==> src/common/sli_consts.vh <==
// Constants for the status lamp indicator: register map, fields, resets, timing.
// Assumes a 50 MHz system clock and a 32-bit AXI4-Lite register bus.
`ifndef SLI_CONSTS_VH
`define SLI_CONSTS_VH

// Register byte offsets
`define SLI_REG_CTRL 4'h0
`define SLI_REG_STAT 4'h4
`define SLI_REG_RATE 4'h8

// Control field positions
`define SLI_CTRL_MODE_LSB 0
`define SLI_CTRL_MODE_MSB 2
`define SLI_CTRL_TRIG_LSB 4
`define SLI_CTRL_TRIG_MSB 5
`define SLI_CTRL_MATCH_BIT 8
`define SLI_CTRL_RST 32'h0000_0000

// Operating modes
`define SLI_MODE_START 3'h0
`define SLI_MODE_READ 3'h1
`define SLI_MODE_QUAL 3'h2
`define SLI_MODE_PROF 3'h3
`define SLI_MODE_AUTO 3'h4
`define SLI_MODE_ADJ 3'h5
`define SLI_MODE_MASK 3'h6

// Trigger variants in reading mode
`define SLI_TRIG_EXT 2'h0
`define SLI_TRIG_FREE 2'h1
`define SLI_TRIG_CONT 2'h2
`define SLI_TRIG_REFL 2'h3

// Timing
`define SLI_CLK_HZ 50000000
`define SLI_WAIT_S 5
`define SLI_WAIT_CYC (`SLI_CLK_HZ * `SLI_WAIT_S)
`define SLI_BLINK2_HZ 2
`define SLI_BLINK5_HZ 5
`define SLI_HALF2_CYC (`SLI_CLK_HZ / (2 * `SLI_BLINK2_HZ))
`define SLI_HALF5_CYC (`SLI_CLK_HZ / (2 * `SLI_BLINK5_HZ))
`define SLI_FLICK_US 20000
`define SLI_FLICK_CYC (`SLI_CLK_HZ / 1000000 * `SLI_FLICK_US)
`define SLI_REFL_SCANS 20

// Reading-rate thresholds in percent
`define SLI_RATE_LO 7'd30
`define SLI_RATE_MID 7'd70
`define SLI_RATE_HI 7'd90

`endif

==> src/rtl/sli_status_lamp.v <==
// Status lamp indicator: drives four front-panel lamps from internal status.
// Assumes all inputs synchronous to aclk; registers over AXI4-Lite.
// Operation
// - Four lamps: ready, emitter active, result status, host data activity.
// - At startup, ready lamp lights after self-test pass and wait expiry.
// - During startup, emitter lamp follows emitter while reading profile codes.
// - Reading mode: ready lamp steady; dark in any other mode except startup.
// - External trigger: emitter lamp follows trigger-switched emitter state.
// - Self-triggered and uninterrupted scan: emitter lamp constantly lit.
// - Reflector-presence trigger: emitter lamp lit once every twentieth scan.
// - Reading mode: result lamp mirrors second result output pulse.
// - Default selection: result lamp lights after each good read.
// - Match enabled on second output: lamp lights on match-code equality.
// - Data lamp flickers while transmitting to host.
// - Quality mode: result dark below 30 percent, steady above 90.
// - Quality mode: blink 2 Hz for 30-70, 5 Hz for 70-90 percent.
// - Quality and adjusting modes: emitter lamp constantly lit.
// - Profile and auto configuration: emitter lamp lit while codes read.
// - Masking display: emitter lamp alternates at masking frequency.
// - Wait five seconds after power-up before reading mode; code gates only the startup ready lamp.
//
// Added by the designer: the register addresses and the AXI4-Lite interface to the registers.
`timescale 1ns/1ns
`include "sli_consts.vh"

module sli_status_lamp #(
	// Power-up wait for profile codes, in cycles
	parameter WAIT_CYC = `SLI_WAIT_CYC,
	// Half periods of the slow and fast blink, in cycles
	parameter HALF2_CYC = `SLI_HALF2_CYC,
	parameter HALF5_CYC = `SLI_HALF5_CYC,
	// Data lamp stretch per character, in cycles
	parameter FLICK_CYC = `SLI_FLICK_CYC,
	// Scans between reflector-mode emitter flashes
	parameter REFL_SCANS = `SLI_REFL_SCANS
) (
	// Clock and reset
	input wire aclk,
	input wire aresetn,
	// AXI4-Lite write address and data
	input wire [3:0] s_axi_awaddr,
	input wire s_axi_awvalid,
	output wire s_axi_awready,
	input wire [31:0] s_axi_wdata,
	input wire [3:0] s_axi_wstrb,
	input wire s_axi_wvalid,
	output wire s_axi_wready,
	// AXI4-Lite write response
	output reg [1:0] s_axi_bresp,
	output reg s_axi_bvalid,
	input wire s_axi_bready,
	// AXI4-Lite read
	input wire [3:0] s_axi_araddr,
	input wire s_axi_arvalid,
	output wire s_axi_arready,
	output reg [31:0] s_axi_rdata,
	output reg [1:0] s_axi_rresp,
	output reg s_axi_rvalid,
	input wire s_axi_rready,
	// Internal status inputs
	input wire selftest_pass,
	input wire emitter_active,
	input wire scan_tick,
	input wire result2_out,
	input wire host_tx_char,
	input wire mask_phase,
	input wire [6:0] read_rate,
	// Lamp drives
	output reg lamp_ready,
	output reg lamp_emitter,
	output reg lamp_result,
	output reg lamp_data
);

	// Register map, one aligned word each
	//   0x0 control, read/write: mode [2:0], trigger [5:4], match enable [8]
	//   0x4 status, read-only: lamps [3:0], self-test [4], wait done [5]
	//   0x8 reading rate, read-only: percent [6:0]
	//   Any other offset answers with a slave error
	// Mode codes
	//   0 startup, 1 reading, 2 quality, 3 profile, 4 auto configuration
	//   5 adjusting, 6 masking display, 7 ready, emitter and result lamps dark (data lamp still flickers)
	// Trigger codes, reading mode only
	//   0 external, 1 self-triggered, 2 uninterrupted scan, 3 reflector
	// Match enable is kept for software only: the second result output
	//   already carries the chosen status and its pulse length
	// Reset value all zero: startup mode, external trigger
	// Control writes reach the lamps one cycle after the write edge
	// Internal state; software sees only ctrl_q and wait_done_q
	reg [31:0] ctrl_q;
	reg [31:0] wait_cnt_q;
	reg wait_done_q;
	reg [31:0] blink2_cnt_q;
	reg [31:0] blink5_cnt_q;
	reg blink2_q;
	reg blink5_q;
	reg [31:0] flick_cnt_q;
	reg [4:0] scan_cnt_q;
	reg refl_lamp_q;
	reg aw_held_q;
	reg w_held_q;
	reg [3:0] awaddr_q;
	reg [31:0] wdata_q;
	reg [3:0] wstrb_q;

	wire [2:0] mode = ctrl_q[`SLI_CTRL_MODE_MSB:`SLI_CTRL_MODE_LSB];
	wire [1:0] trig = ctrl_q[`SLI_CTRL_TRIG_MSB:`SLI_CTRL_TRIG_LSB];

	// Merge bytes by strobe
	// Unstrobed lanes keep their old contents
	function [31:0] merge;
		input [31:0] old;
		input [31:0] nw;
		input [3:0] strb;
		integer i;
		begin
			merge = old;
			for (i = 0; i < 4; i = i + 1) begin
				if (strb[i])
					merge[i*8 +: 8] = nw[i*8 +: 8];
			end
		end
	endfunction

	// Half-period counter step, 50 percent duty square wave
	// Counts 0 to half-1, so the toggle lands on every half-th edge
	function [31:0] step;
		input [31:0] cnt;
		input [31:0] half;
		begin
			if (cnt >= half - 32'h1)
				step = 32'h0;
			else
				step = cnt + 32'h1;
		end
	endfunction

	// Write channel: address and data taken in either order
	// Both readies drop while a response waits, so a second write
	// cannot overtake one the host has not yet acknowledged.
	// Read-only words accept writes and ignore them, so a host that
	// sweeps the map sees OKAY there and an error only off the map.
	wire wr_go = (aw_held_q || s_axi_awvalid) && (w_held_q || s_axi_wvalid) && !s_axi_bvalid;
	wire [3:0] wr_addr = aw_held_q ? awaddr_q : s_axi_awaddr;
	wire [31:0] wr_data = w_held_q ? wdata_q : s_axi_wdata;
	wire [3:0] wr_strb = w_held_q ? wstrb_q : s_axi_wstrb;
	assign s_axi_awready = !aw_held_q && !s_axi_bvalid;
	assign s_axi_wready = !w_held_q && !s_axi_bvalid;
	assign s_axi_arready = !s_axi_rvalid;

	always @(posedge aclk) begin
		if (!aresetn) begin
			aw_held_q <= 1'b0;
			w_held_q <= 1'b0;
			awaddr_q <= 4'h0;
			wdata_q <= 32'h0;
			wstrb_q <= 4'h0;
			s_axi_bvalid <= 1'b0;
			s_axi_bresp <= 2'h0;
			ctrl_q <= `SLI_CTRL_RST;
		end else begin
			if (wr_go) begin
				aw_held_q <= 1'b0;
				w_held_q <= 1'b0;
				s_axi_bvalid <= 1'b1;
				if (wr_addr == `SLI_REG_CTRL) begin
					ctrl_q <= merge(ctrl_q, wr_data, wr_strb);
					s_axi_bresp <= 2'h0;
				end else if (wr_addr == `SLI_REG_STAT || wr_addr == `SLI_REG_RATE) begin
					s_axi_bresp <= 2'h0; // Read-only, write ignored
				end else begin
					s_axi_bresp <= 2'h2; // Unmapped: slave error
				end
			end else begin
				if (s_axi_awvalid && s_axi_awready) begin
					aw_held_q <= 1'b1;
					awaddr_q <= s_axi_awaddr;
				end
				if (s_axi_wvalid && s_axi_wready) begin
					w_held_q <= 1'b1;
					wdata_q <= s_axi_wdata;
					wstrb_q <= s_axi_wstrb;
				end
				if (s_axi_bvalid && s_axi_bready)
					s_axi_bvalid <= 1'b0;
			end
		end
	end

	// Read channel: one-cycle answer
	// Status is built from the registered lamps, so software sees
	// exactly what the panel shows
	// Unmapped reads return zero with a slave error
	always @(posedge aclk) begin
		if (!aresetn) begin
			s_axi_rvalid <= 1'b0;
			s_axi_rdata <= 32'h0;
			s_axi_rresp <= 2'h0;
		end else if (s_axi_arvalid && s_axi_arready) begin
			s_axi_rvalid <= 1'b1;
			s_axi_rresp <= 2'h0;
			case (s_axi_araddr)
				`SLI_REG_CTRL: s_axi_rdata <= ctrl_q;
				`SLI_REG_STAT: s_axi_rdata <= {26'h0, wait_done_q, selftest_pass,
					lamp_data, lamp_result, lamp_emitter, lamp_ready};
				`SLI_REG_RATE: s_axi_rdata <= {25'h0, read_rate};
				default: begin
					s_axi_rdata <= 32'h0;
					s_axi_rresp <= 2'h2;
				end
			endcase
		end else if (s_axi_rready)
			s_axi_rvalid <= 1'b0;
	end

	// Power-up wait for profile codes
	// Counter stops once done: no wrap, so the ready lamp cannot
	// drop again after a long uptime
	// Restarts with every reset, as a fresh power-up would
	always @(posedge aclk) begin
		if (!aresetn) begin
			wait_cnt_q <= 32'h0;
			wait_done_q <= 1'b0;
		end else if (!wait_done_q) begin
			if (wait_cnt_q >= WAIT_CYC - 1)
				wait_done_q <= 1'b1;
			else
				wait_cnt_q <= wait_cnt_q + 32'h1;
		end
	end

	// Blink generators, free running so both rates stay phase-stable
	// Limitation: a mode switch may start mid-period; the eye
	// does not notice, and no restart logic is needed
	// Both run in every mode, traded for a few idle flip-flops
	always @(posedge aclk) begin
		if (!aresetn) begin
			blink2_cnt_q <= 32'h0;
			blink5_cnt_q <= 32'h0;
			blink2_q <= 1'b0;
			blink5_q <= 1'b0;
		end else begin
			blink2_cnt_q <= step(blink2_cnt_q, HALF2_CYC);
			blink5_cnt_q <= step(blink5_cnt_q, HALF5_CYC);
			if (blink2_cnt_q >= HALF2_CYC - 1)
				blink2_q <= !blink2_q;
			if (blink5_cnt_q >= HALF5_CYC - 1)
				blink5_q <= !blink5_q;
		end
	end

	// Flicker stretch, retriggered per transmitted character
	// Lamp is lit for the stretch after each character; gaps
	// between characters make the flicker. A dense stream closer
	// than the stretch reads as steady, which is the intended cue
	always @(posedge aclk) begin
		if (!aresetn)
			flick_cnt_q <= 32'h0;
		else if (host_tx_char)
			flick_cnt_q <= FLICK_CYC;
		else if (flick_cnt_q != 32'h0)
			flick_cnt_q <= flick_cnt_q - 32'h1;
	end

	// Every twentieth scan lights the emitter lamp for one scan period
	// Lamp holds until the next tick, roughly one scan, so the faint
	// line shows as a short flash on the panel
	// Count keeps running outside reflector mode; phase is not restarted
	always @(posedge aclk) begin
		if (!aresetn) begin
			scan_cnt_q <= 5'h0;
			refl_lamp_q <= 1'b0;
		end else if (scan_tick) begin
			if (scan_cnt_q == REFL_SCANS - 1) begin
				scan_cnt_q <= 5'h0;
				refl_lamp_q <= 1'b1;
			end else begin
				scan_cnt_q <= scan_cnt_q + 5'h1;
				refl_lamp_q <= 1'b0;
			end
		end
	end

	// Lamp drive selection
	// Self-triggered modes force the emitter lamp on, since the
	// emitter never switches off there. Quality bands: below 30 dark,
	// 30 to 69 slow blink, 70 to 90 fast blink, above 90 steady
	reg ready_d;
	reg emit_d;
	reg result_d;
	always @* begin
		ready_d = 1'b0;
		emit_d = 1'b0;
		result_d = 1'b0;
		case (mode)
			`SLI_MODE_START: begin
				ready_d = selftest_pass && wait_done_q;
				emit_d = emitter_active;
			end
			`SLI_MODE_READ: begin
				ready_d = 1'b1;
				// Result 2 already carries good-read or match status and pulse length
				result_d = result2_out;
				case (trig)
					`SLI_TRIG_EXT: emit_d = emitter_active;
					`SLI_TRIG_FREE: emit_d = 1'b1;
					`SLI_TRIG_CONT: emit_d = 1'b1;
					`SLI_TRIG_REFL: emit_d = refl_lamp_q;
					default: emit_d = emitter_active;
				endcase
			end
			`SLI_MODE_QUAL: begin
				emit_d = 1'b1;
				if (read_rate < `SLI_RATE_LO)
					result_d = 1'b0;
				else if (read_rate < `SLI_RATE_MID)
					result_d = blink2_q;
				else if (read_rate <= `SLI_RATE_HI)
					result_d = blink5_q;
				else
					result_d = 1'b1;
			end
			`SLI_MODE_ADJ: emit_d = 1'b1;
			`SLI_MODE_PROF: emit_d = emitter_active;
			`SLI_MODE_AUTO: emit_d = emitter_active;
			`SLI_MODE_MASK: emit_d = mask_phase;
			default: begin
				ready_d = 1'b0;
			end
		endcase
	end

	// Registered lamp outputs
	// One cycle of latency buys glitch-free pins while the mode
	// word or the inputs change
	// Data lamp follows the stretch alone, so it scales with FLICK_CYC
	always @(posedge aclk) begin
		if (!aresetn) begin
			lamp_ready <= 1'b0;
			lamp_emitter <= 1'b0;
			lamp_result <= 1'b0;
			lamp_data <= 1'b0;
		end else begin
			lamp_ready <= ready_d;
			lamp_emitter <= emit_d;
			lamp_result <= result_d;
			lamp_data <= (flick_cnt_q != 32'h0);
		end
	end

endmodule // sli_status_lamp

==> config.mk <==
export PLATFORM = sky130hd
export DESIGN_NAME = sli_status_lamp
export DESIGN_NICKNAME = d
export VERILOG_FILES = /design/src/rtl/sli_status_lamp.v
export VERILOG_INCLUDE_DIRS = /design/src /design/src/common
export SDC_FILE = /design/constraint.sdc
export NUM_CORES = 1
export LEC_CHECK = 0
export BUFFER_PORTS_ARGS = -buffer_cell sky130_fd_sc_hd__buf_2
export CAP_MARGIN = 20
export CORE_ASPECT_RATIO = 0.75
export CORE_MARGIN = 3
export CORE_UTILIZATION = 40
export DETAILED_ROUTE_END_ITERATION = 10
export PLACE_DENSITY = 0.69
export SLEW_MARGIN = 20
export SYNTH_ARGS = -nofsm -noshare
export SYNTH_HDL_FRONTEND = slang
export SYNTH_SLANG_ARGS = --single-unit
==> constraint.sdc <==
create_clock -name aclk -period 2.19 [get_ports aclk]
set_input_delay 0 -clock aclk [delete_from_list [all_inputs] [get_ports aclk]]
set_output_delay 0 -clock aclk [all_outputs]
set_load 0.01 [all_outputs]
---- After elaboration in Yosys (flattened, before gate mapping) ----
Cells that the tools add are included.
word-level totals
  bits of input ports ..................... 64
  register bits ........................... 253
operators by class
  equal/unequal tests ..................... 14
  bitwise logic cells ..................... 4
  magnitude comparators ................... 6
  reductions and logical operators ........ 41
  add/sub/neg operators ................... 5
  mux-type cells .......................... 24
operators with widths
  operator                 number
  $add A32 B1 Y32 const B  3
  $pmux W32 S3             1
  $mux W20                 2
  $ge A32 B23 Y1 const B   1
  $ge A32 B24 Y1 const B   1
  $ge A32 B28 Y1 const B   1
  $mux W32                 1
  $reduce_bool A32 Y1      1
  $sub A32 B1 Y32 const B  1
  $reduce_and A3 Y1        4
  $reduce_or A2 Y1         6
  $mux W1                  10
  $eq A3 B3 Y1 const B     3
  $logic_and A1 B1 Y1      9
  $eq A4 B3 Y1 const B     2
  $eq A4 B4 Y1 const B     2
  $logic_not A4 Y1         2
  $mux W4                  2
  $le A7 B7 Y1 const B     1
  $lt A7 B5 Y1 const B     1
  $lt A7 B7 Y1 const B     1
  $eq A3 B2 Y1 const B     2
  $logic_not A1 Y1         6
  $mux W2                  3
  16 further kinds         28

---- Logic depth before layout (Yosys ltp) ----
Gate-level depths: netlist of the first run.
  word-level depth ........................ 5
  gate-level depth with buffers ........... 9
  depth with buffers taken out ............ 8

---- Worst setup path after synthesis of the first run ----
Ideal clock, no wire load.
  path type ............................... flip-flop to flip-flop
  start point ............................. register wait_cnt_q[31]
  end point ............................... register wait_cnt_q[6]
  path buffers ............................ 1
  required time ........................... 2.120 ns
  clock period less this slack ............ 2.208 ns
  stages on the path, launching flop included .. 8
  data arrival time ....................... 2.138 ns
  path slack .............................. -0.018 ns
  path through ............................ dfxtp_1 > or4_4 > or2_4 > or2_4 > or2_4 > buf_6 > or3_1 > a21oi_1
on the way
  word-level cells in the longest chain between the ends .. 3
RTL lines
  what                                RTL line               RTL
  from (decl)                         sli_status_lamp.v:91   reg [31:0] wait_cnt_q;
  from (signal assigned)              sli_status_lamp.v:228  wait_cnt_q <= wait_cnt_q + 32'h1;
  $ge A32 B28 Y1                      sli_status_lamp.v:225  if (wait_cnt_q >= WAIT_CYC - 1)
  $not A1 Y1 (no source line)         --
  $reduce_and A2 Y1 (no source line)  --
No other way between the ends.
A chain may end at the register's enable or synchronous reset.

---- Worst setup path after layout of the first run ----
Ends and elaborated chain as after synthesis.

==> metrics.yaml, run 1 <==
hold_path:
  hp-class: "in2reg"
  hold_path_startpoint: "s_axi_araddr[3]"
worst_setup_path:
  critPathLaunchType: "register"
  cp-end-kind: "register"
  slowest_stage: "or4_4"
  critPathMaxStageDelay_ns: 0.53
  crit_chain: "or4_4, or2_4, or2_4, or2_2, or3_1, a21oi_2"
  arrival_ns: 2.67
  crit_fanout: 4
  cp_data_required_time_ns: 2.64
  timing.rr.start: "wait_cnt_q[31]"
  critPathKind: "reg2reg"
  crit_path_frequent_cell: "or2_4"
  crit_start: "wait_cnt_q[31]"
global_route:
  grt_overflow: 0
  antenna_found_initial: 0
  grt_pass1_wl_mm: 40.7
  first_global_vias: 8382
  grt_max_degree: 72
  track_usage: 0.169
yosys:
  async_reset_ff_frac: 0
  ys_seq_elements: 251
  synth_area_mm2: 0.0104
  synth_edf_count: 0
  synth.distinct_cells: 64
  synth_most_common_cell: "dfxtp_1"
  synth_area_leaders: "dfxtp_1 (48%), nor2_1 (7.0%), mux2i_1 (4.8%), nand2_1 (4.7%), xor2_1 (3.6%)"
  synth_flop_cell: "dfxtp_1"
  ys_seq_area_frac: 0.483
  synth_common_cells: "dfxtp_1 (251), nor2_1 (193), nand2_1 (130), a21oi_1 (64), mux2i_1 (50)"
  syn_avg_cell_area_um2: 8.78
  synth_top_area_frac: 0.483
  yosysWarningCount: 0
  syn_inst: 1184
  synth_top_cell_by_area: "dfxtp_1"
sta:
  tightest_slew_ns: 0.824
  slew_viol_final: 0
  setup_slack_ns: -0.0272
  slew_headroom: 0.450
  fmax_mhz: 451
  rsz0062_at_grt: "yes"
  period_share: 1.01
  fin_tns_setup_ns: -0.0654
  setup_viol: 5
  period_needed_ns: 2.22
  finalClockSkew_ns: 0.0167
  hold_violations: 0
floorplan:
  die_h_um: 146
  io_pins: 109
  die_w_um: 192
  rows: 50
  core_area_mm2: 0.0253
  initial_utilization: 0.411
  die-area_mm2: 0.0280
detailed_routing:
  dr.pass1.iters: 4
  detail_route.wl_per_cell_um: 13.9
  drtIter0Drc: 491
  num_vias: 8995
  routed_via_density: 5.10
  wirelength_mm: 24.6
  drc: 0
  ant_nets: 0
power_and_ir_drop:
  power_density_mw_per_mm2: 788
  leakagePower_nw: 5.05
  ir_drop_mv: 0.566
clock_tree:
  cts_tree: "yes"
  clk_pin_slew_ns: 0.06
  cts-buffers-inserted: 25
  cts_root_buf: "clkbuf_16"
  cts_buffer_depth: 3
  clock_latency_ns: 0.52
  htreeDepth: 1
  cts.sinks: 251
flow_run:
  drv_cap: 0
finish:
  final_core_util: 0.532
  num-fill-cells: 2253
  syn2layout_area_growth_pct: 29.3
  fin_nets: 1479
  fin_area_mm2: 0.0134
  final_layout_size_suffix_gt1_frac: 0.174
  regArea_mm2: 0.00503
  multiInputGateArea_mm2: 0.00523
  antenna_cells: 0
placement:
  hpwl_mm: 16.5
  place.gp.congestion: 0.799
  postPlaceCellArea_mm2: 0.0116
  port_buffers: 106
outcome:
  status: "finished, violations left"
  violations: "setup timing"
==> path summary, 6_finish.rpt <==
kind,end,slack [ns],cells after the start
min reg2reg,wdata_q[18],0.45,2
min,s_axi_rdata[5],0.04,4
max,wait_cnt_q[6],-0.03,6
max reg2reg,wait_cnt_q[6],-0.03,6
==> logic make-up after synthesis <==
family / Yosys count / synth area share
flip-flops: 251 / 0.483
multiplexers: 50 / 0.0481
XOR/XNOR: 81 / 0.0682
adder cells (fa/ha/maj): 7 / 0.00843
other: 1 / 0.000361
AO/OA/AOI/OAI: 193 / 0.121
buffers and inverters: 81 / 0.0331
AND/OR/NAND/NOR: 520 / 0.237
==> sequential cells by signal (all words and copies together) (netlist names), 4 cells and up <==
| name | count |
|---|---|
| wdata_q | 32 |
| flick_cnt_q | 32 |
| blink2_cnt_q | 32 |
| scan_cnt_q | 5 |
| wait_cnt_q | 32 |
| s_axi_rdata | 32 |
| awaddr_q | 4 |
| wstrb_q | 4 |
| ctrl_q | 32 |
| blink5_cnt_q | 32 |
==> worst max-delay path: cells and delay by family (launching register included) <==
kind,cells,cell delay [ns]
AO/OA/AOI/OAI,1,0.12
flip-flops,1,0.30
AND/OR/NAND/NOR,5,1.73
==> stage by stage <==
| step | worst slack, ns | power (mW) | std cells | hold slack, ns |
|---|---|---|---|---|
| global route | -0.0896 | 11.0 | 1765 | 0.0613 |
| floorplan | -0.0162 | 5.44 | 1202 | 0.0990 |
| CTS | -0.0267 | 10.7 | 1763 | 0.00767 |
| detailed placement | -0.141 | 5.72 | 1645 | 0.194 |
| global placement | -0.0957 | 5.69 | 1645 | 0.188 |
| finish | -0.0272 | 10.6 | 1765 | 0.0404 |
==> per-layer routing <==
metal,vias up,global-route usage,share of wire
met4,0,0.0331,0.016
met5,-,0,0
met2,210,0.258,0.43
met3,33,0.0270,0.060
met1,4186,0.252,0.49
li1,4566,-,-
==> where the power goes <==
| group | total [mW] | internal [mW] | switching, mW |
|---|---|---|---|
| clock network | 4.85 | 3.06 | 1.79 |
| logic | 0.953 | 0.440 | 0.513 |
| registers | 4.79 | 4.69 | 0.0909 |
==> layout make-up <==
cell class | instances | share of cell area
Clock buffer | 33 | 0.0518
Timing Repair Buffer | 236 | 0.129
Inverter | 22 | 0.00633
Tap cell | 338 | 0.0315
Multi-Input combinational cell | 872 | 0.389
Clock inverter | 13 | 0.0183
Sequential cell | 251 | 0.374
==> what timing repair did <==
action | CTS | global route
cloned | 2 | 0
pin swaps | 6 | 2
hold buffers | 68 | 0
setup endpoints to repair | 23 | 55
buffers inserted | 2 | 2
gates resized for setup | 4 | 22
hold endpoints to repair | 105 | 0
==> layout by cell type, fill, tap and decap left out, types with 5 or more instances in the layout <==
master         count
a211oi_1          35
a21oi_1           63
a22oi_1           31
and2_1             5
and3_1             7
buf_2            106
buf_4             56
bufinv_16          7
clkbuf_16         25
conb_1            19
dfxtp_1          249
dlygate4sd3_1     68
ha_1               7
inv_1             21
mux2i_1           50
nand2_1          130
nand2b_1           9
nand3_1           38
nand3b_1           6
nand4_1           10
nor2_1           193
nor3_1            30
nor4_1            16
o211ai_1           6
o21a_1            10
o21ai_0           19
or3_1             14
or4_1             12
or4_4              5
xnor2_1           38
xor2_1            43
No activity file was read; power rests on OpenSTA's default activity.
==> inputs of run 2 (changes only) <==
PLACE_DENSITY = not set   (was 0.69)
PLACE_DENSITY_LB_ADDON = 0.25   (was not set)
==> run 2 against run 1 <==
  * Critical endpoint is now wait_cnt_q[10]
  * Routed wire length up 3.2%
  * Setup slack is essentially flat
  * Cell area rose by 1.9%
  * Largest power group is now sequential cells
  * The run still ends with setup timing left
  * Flip-flop and latch count unchanged
  * Die area is the same
  * Via count rose by 0.78%
  * Global-route usage is 0.50 points higher
  * Register-to-register slack about the same
==> metrics.yaml, run 2 (synthesized netlist as in run 1, its figures left out) <==
outcome:
  status: "finished, violations left"
  violations: "setup timing"
finish:
  instances_no_fill: 1784  # +1.1%
  final_core_util: 0.542  # +0.0102
  final_layout_size_suffix_gt1_frac: 0.200  # +0.0254
  regArea_mm2: 0.00503  # +0.15%
  antenna_cells: 0  # unchanged
  multiInputGateArea_mm2: 0.00536  # +2.6%
  mostFrequentLayoutCells: "dfxtp_1 (245), nor2_1 (193), nand2_1 (128)"
  fin_area_mm2: 0.0137  # +1.9%
  num-fill-cells: 2368  # +5.1%
  final_common_cell: "dfxtp_1"
  syn2layout_area_growth_pct: 31.8
  fin_nets: 1497  # +1.2%
power_and_ir_drop:
  total_power_mw: 10.3  # -2.7%
  power_density_mw_per_mm2: 752  # -4.6%
  ir_drop_mv: 0.499  # -12%
  leakagePower_nw: 5.16  # +2.1%
sta:
  fmax_mhz: 451  # about the same
  period_share: 1.01  # about the same
  slew_viol_final: 0  # unchanged
  hold_violations: 0  # unchanged
  rsz0062_at_grt: "yes"
  fin_tns_setup_ns: -0.0566  # +0.00873 ns
  timing.hold.ws_ns: 0.0435  # +0.00318 ns
  tightest_slew_ns: 0.600  # -0.224 ns
  setup_viol: 4  # -1
  setup_slack_ns: -0.0273  # -0.0000435 ns
  finalClockSkew_ns: 0.0130  # -0.00370 ns
  slew_headroom: 0.597  # +0.147
  period_needed_ns: 2.22  # +0.0000435 ns
clock_tree:
  htreeDepth: 1  # unchanged
  cts_tree: "yes"
  clk_pin_slew_ns: 0.06  # about the same
  cts_buffer_depth: 3  # unchanged
  cts_root_buf: "clkbuf_16"
  cts.sinks: 251  # unchanged
  clock_latency_ns: 0.52  # about the same
  cts-buffers-inserted: 26  # +4.0%
global_route:
  first_global_vias: 8351  # -0.37%
  grt_pass1_wl_mm: 41.4  # +1.8%
  grt_max_degree: 63  # -13%
  grt_overflow: 0  # unchanged
  antenna_found_initial: 0  # unchanged
  track_usage: 0.174  # +0.00505
placement:
  port_buffers: 106  # unchanged
  post-place-cells: 1651  # +0.36%
  postPlaceCellArea_mm2: 0.0117  # +0.39%
  post-place-ws_ns: -0.169  # -0.0281 ns
  place.gp.congestion: 0.815  # +1.9%
  hpwl_mm: 16.3  # -1.0%
detailed_routing:
  routed_via_density: 5.08  # -0.30%
  dr.pass1.iters: 5  # +1
  detail_route.wl_per_cell_um: 14.2  # +2.1%
  ant_nets: 0  # unchanged
  wirelength_mm: 25.4  # +3.2%
  drc: 0  # unchanged
  num_vias: 9065  # +0.78%
  drtIter0Drc: 473  # -3.7%
worst_setup_path:
  critPathMaxStageDelay_ns: 0.53  # about the same
  crit_chain: "or4_4, or2_4, or2_4, or2_4, or4_1, a21oi_1"
  critPathLaunchType: "register"
  cp-end-kind: "register"
  critPathKind: "reg2reg"
  crit_path_frequent_cell: "or2_4"
  arrival_ns: 2.67  # about the same
  crit_fanout: 5  # +1
  cp_data_required_time_ns: 2.65  # about the same
  slowest_stage: "or4_4"
floorplan:
  rows: 50  # unchanged
  initial_utilization: 0.411  # unchanged
  io_pins: 109  # unchanged
  die-area_mm2: 0.0280  # unchanged
  core_area_mm2: 0.0253  # unchanged
  die_h_um: 146  # unchanged
  die_w_um: 192  # unchanged
hold_path:
  hp-class: "in2reg"
flow_run:
  drv_cap: 0  # unchanged
-- run 2: cell types whose count changed in the layout (fill, tap and decap cells not counted), moves of 3 or more --
cell        delta
dfxtp_1        -4
buf_4         +10
dfxtp_2        +3
bufinv_16      -5
buf_6          +3
clkbuf_16      +4
clkinvlp_4     +3
clkbuf_8       +3
o21ai_0        -3
-- run 2: timing repair --
item / 4_1_cts / 5_1_grt
setup buffers: 5 / 5
cloned: 2 / 4
endpoints found under the setup margin: 12 / 78
endpoints found under the hold margin: 114 / 0
hold buffers: 69 / 0
pin swaps: 9 / 14
resized for setup: 7 / 57
-- run 2: final cells by class --
class                   count  area share
clock buffers              37      0.0572
clock inverters            11     0.00840
inverters                  22     0.00621
multi-input cells         872       0.392
flip-flops and latches    251       0.368
well taps                 338      0.0309
repair buffers            253       0.138
-- run 2: routing by layer --
metal  vias up  GRT usage  part of all wire
met2       157      0.269              0.44
met1      4272      0.260              0.51
li1       4599          -                 -
met5         -          0                 0
met4         0     0.0309             0.015
met3        37     0.0255             0.038
-- run 2: path summary, 6_finish.rpt --
kind	startpoint	to	slack, ns	cells past startpoint
worst max-delay path	wait_cnt_q[31]	wait_cnt_q[10]	-0.03	6
worst min-delay path	read_rate[6]	s_axi_rdata[6]	0.04	5
worst max register to register	wait_cnt_q[31]	wait_cnt_q[10]	-0.03	6
worst min register to register	wdata_q[26]	wdata_q[26]	0.45	2
-- run 2: worst max-delay path, delay by kind of cell, from the launching register on --
family           cells  cell delay (ns)
AO/OA/AOI/OAI        1             0.12
AND/OR/NAND/NOR      5             1.74
flip-flops           1             0.31
-- run 2: power by group --
| part | internal (mW) | switching, mW | leakage, nW |
|---|---|---|---|
| Combinational | 0.453 | 0.531 | 2.68 |
| Clock | 2.72 | 1.81 | 0.435 |
| Sequential | 4.69 | 0.0912 | 2.04 |
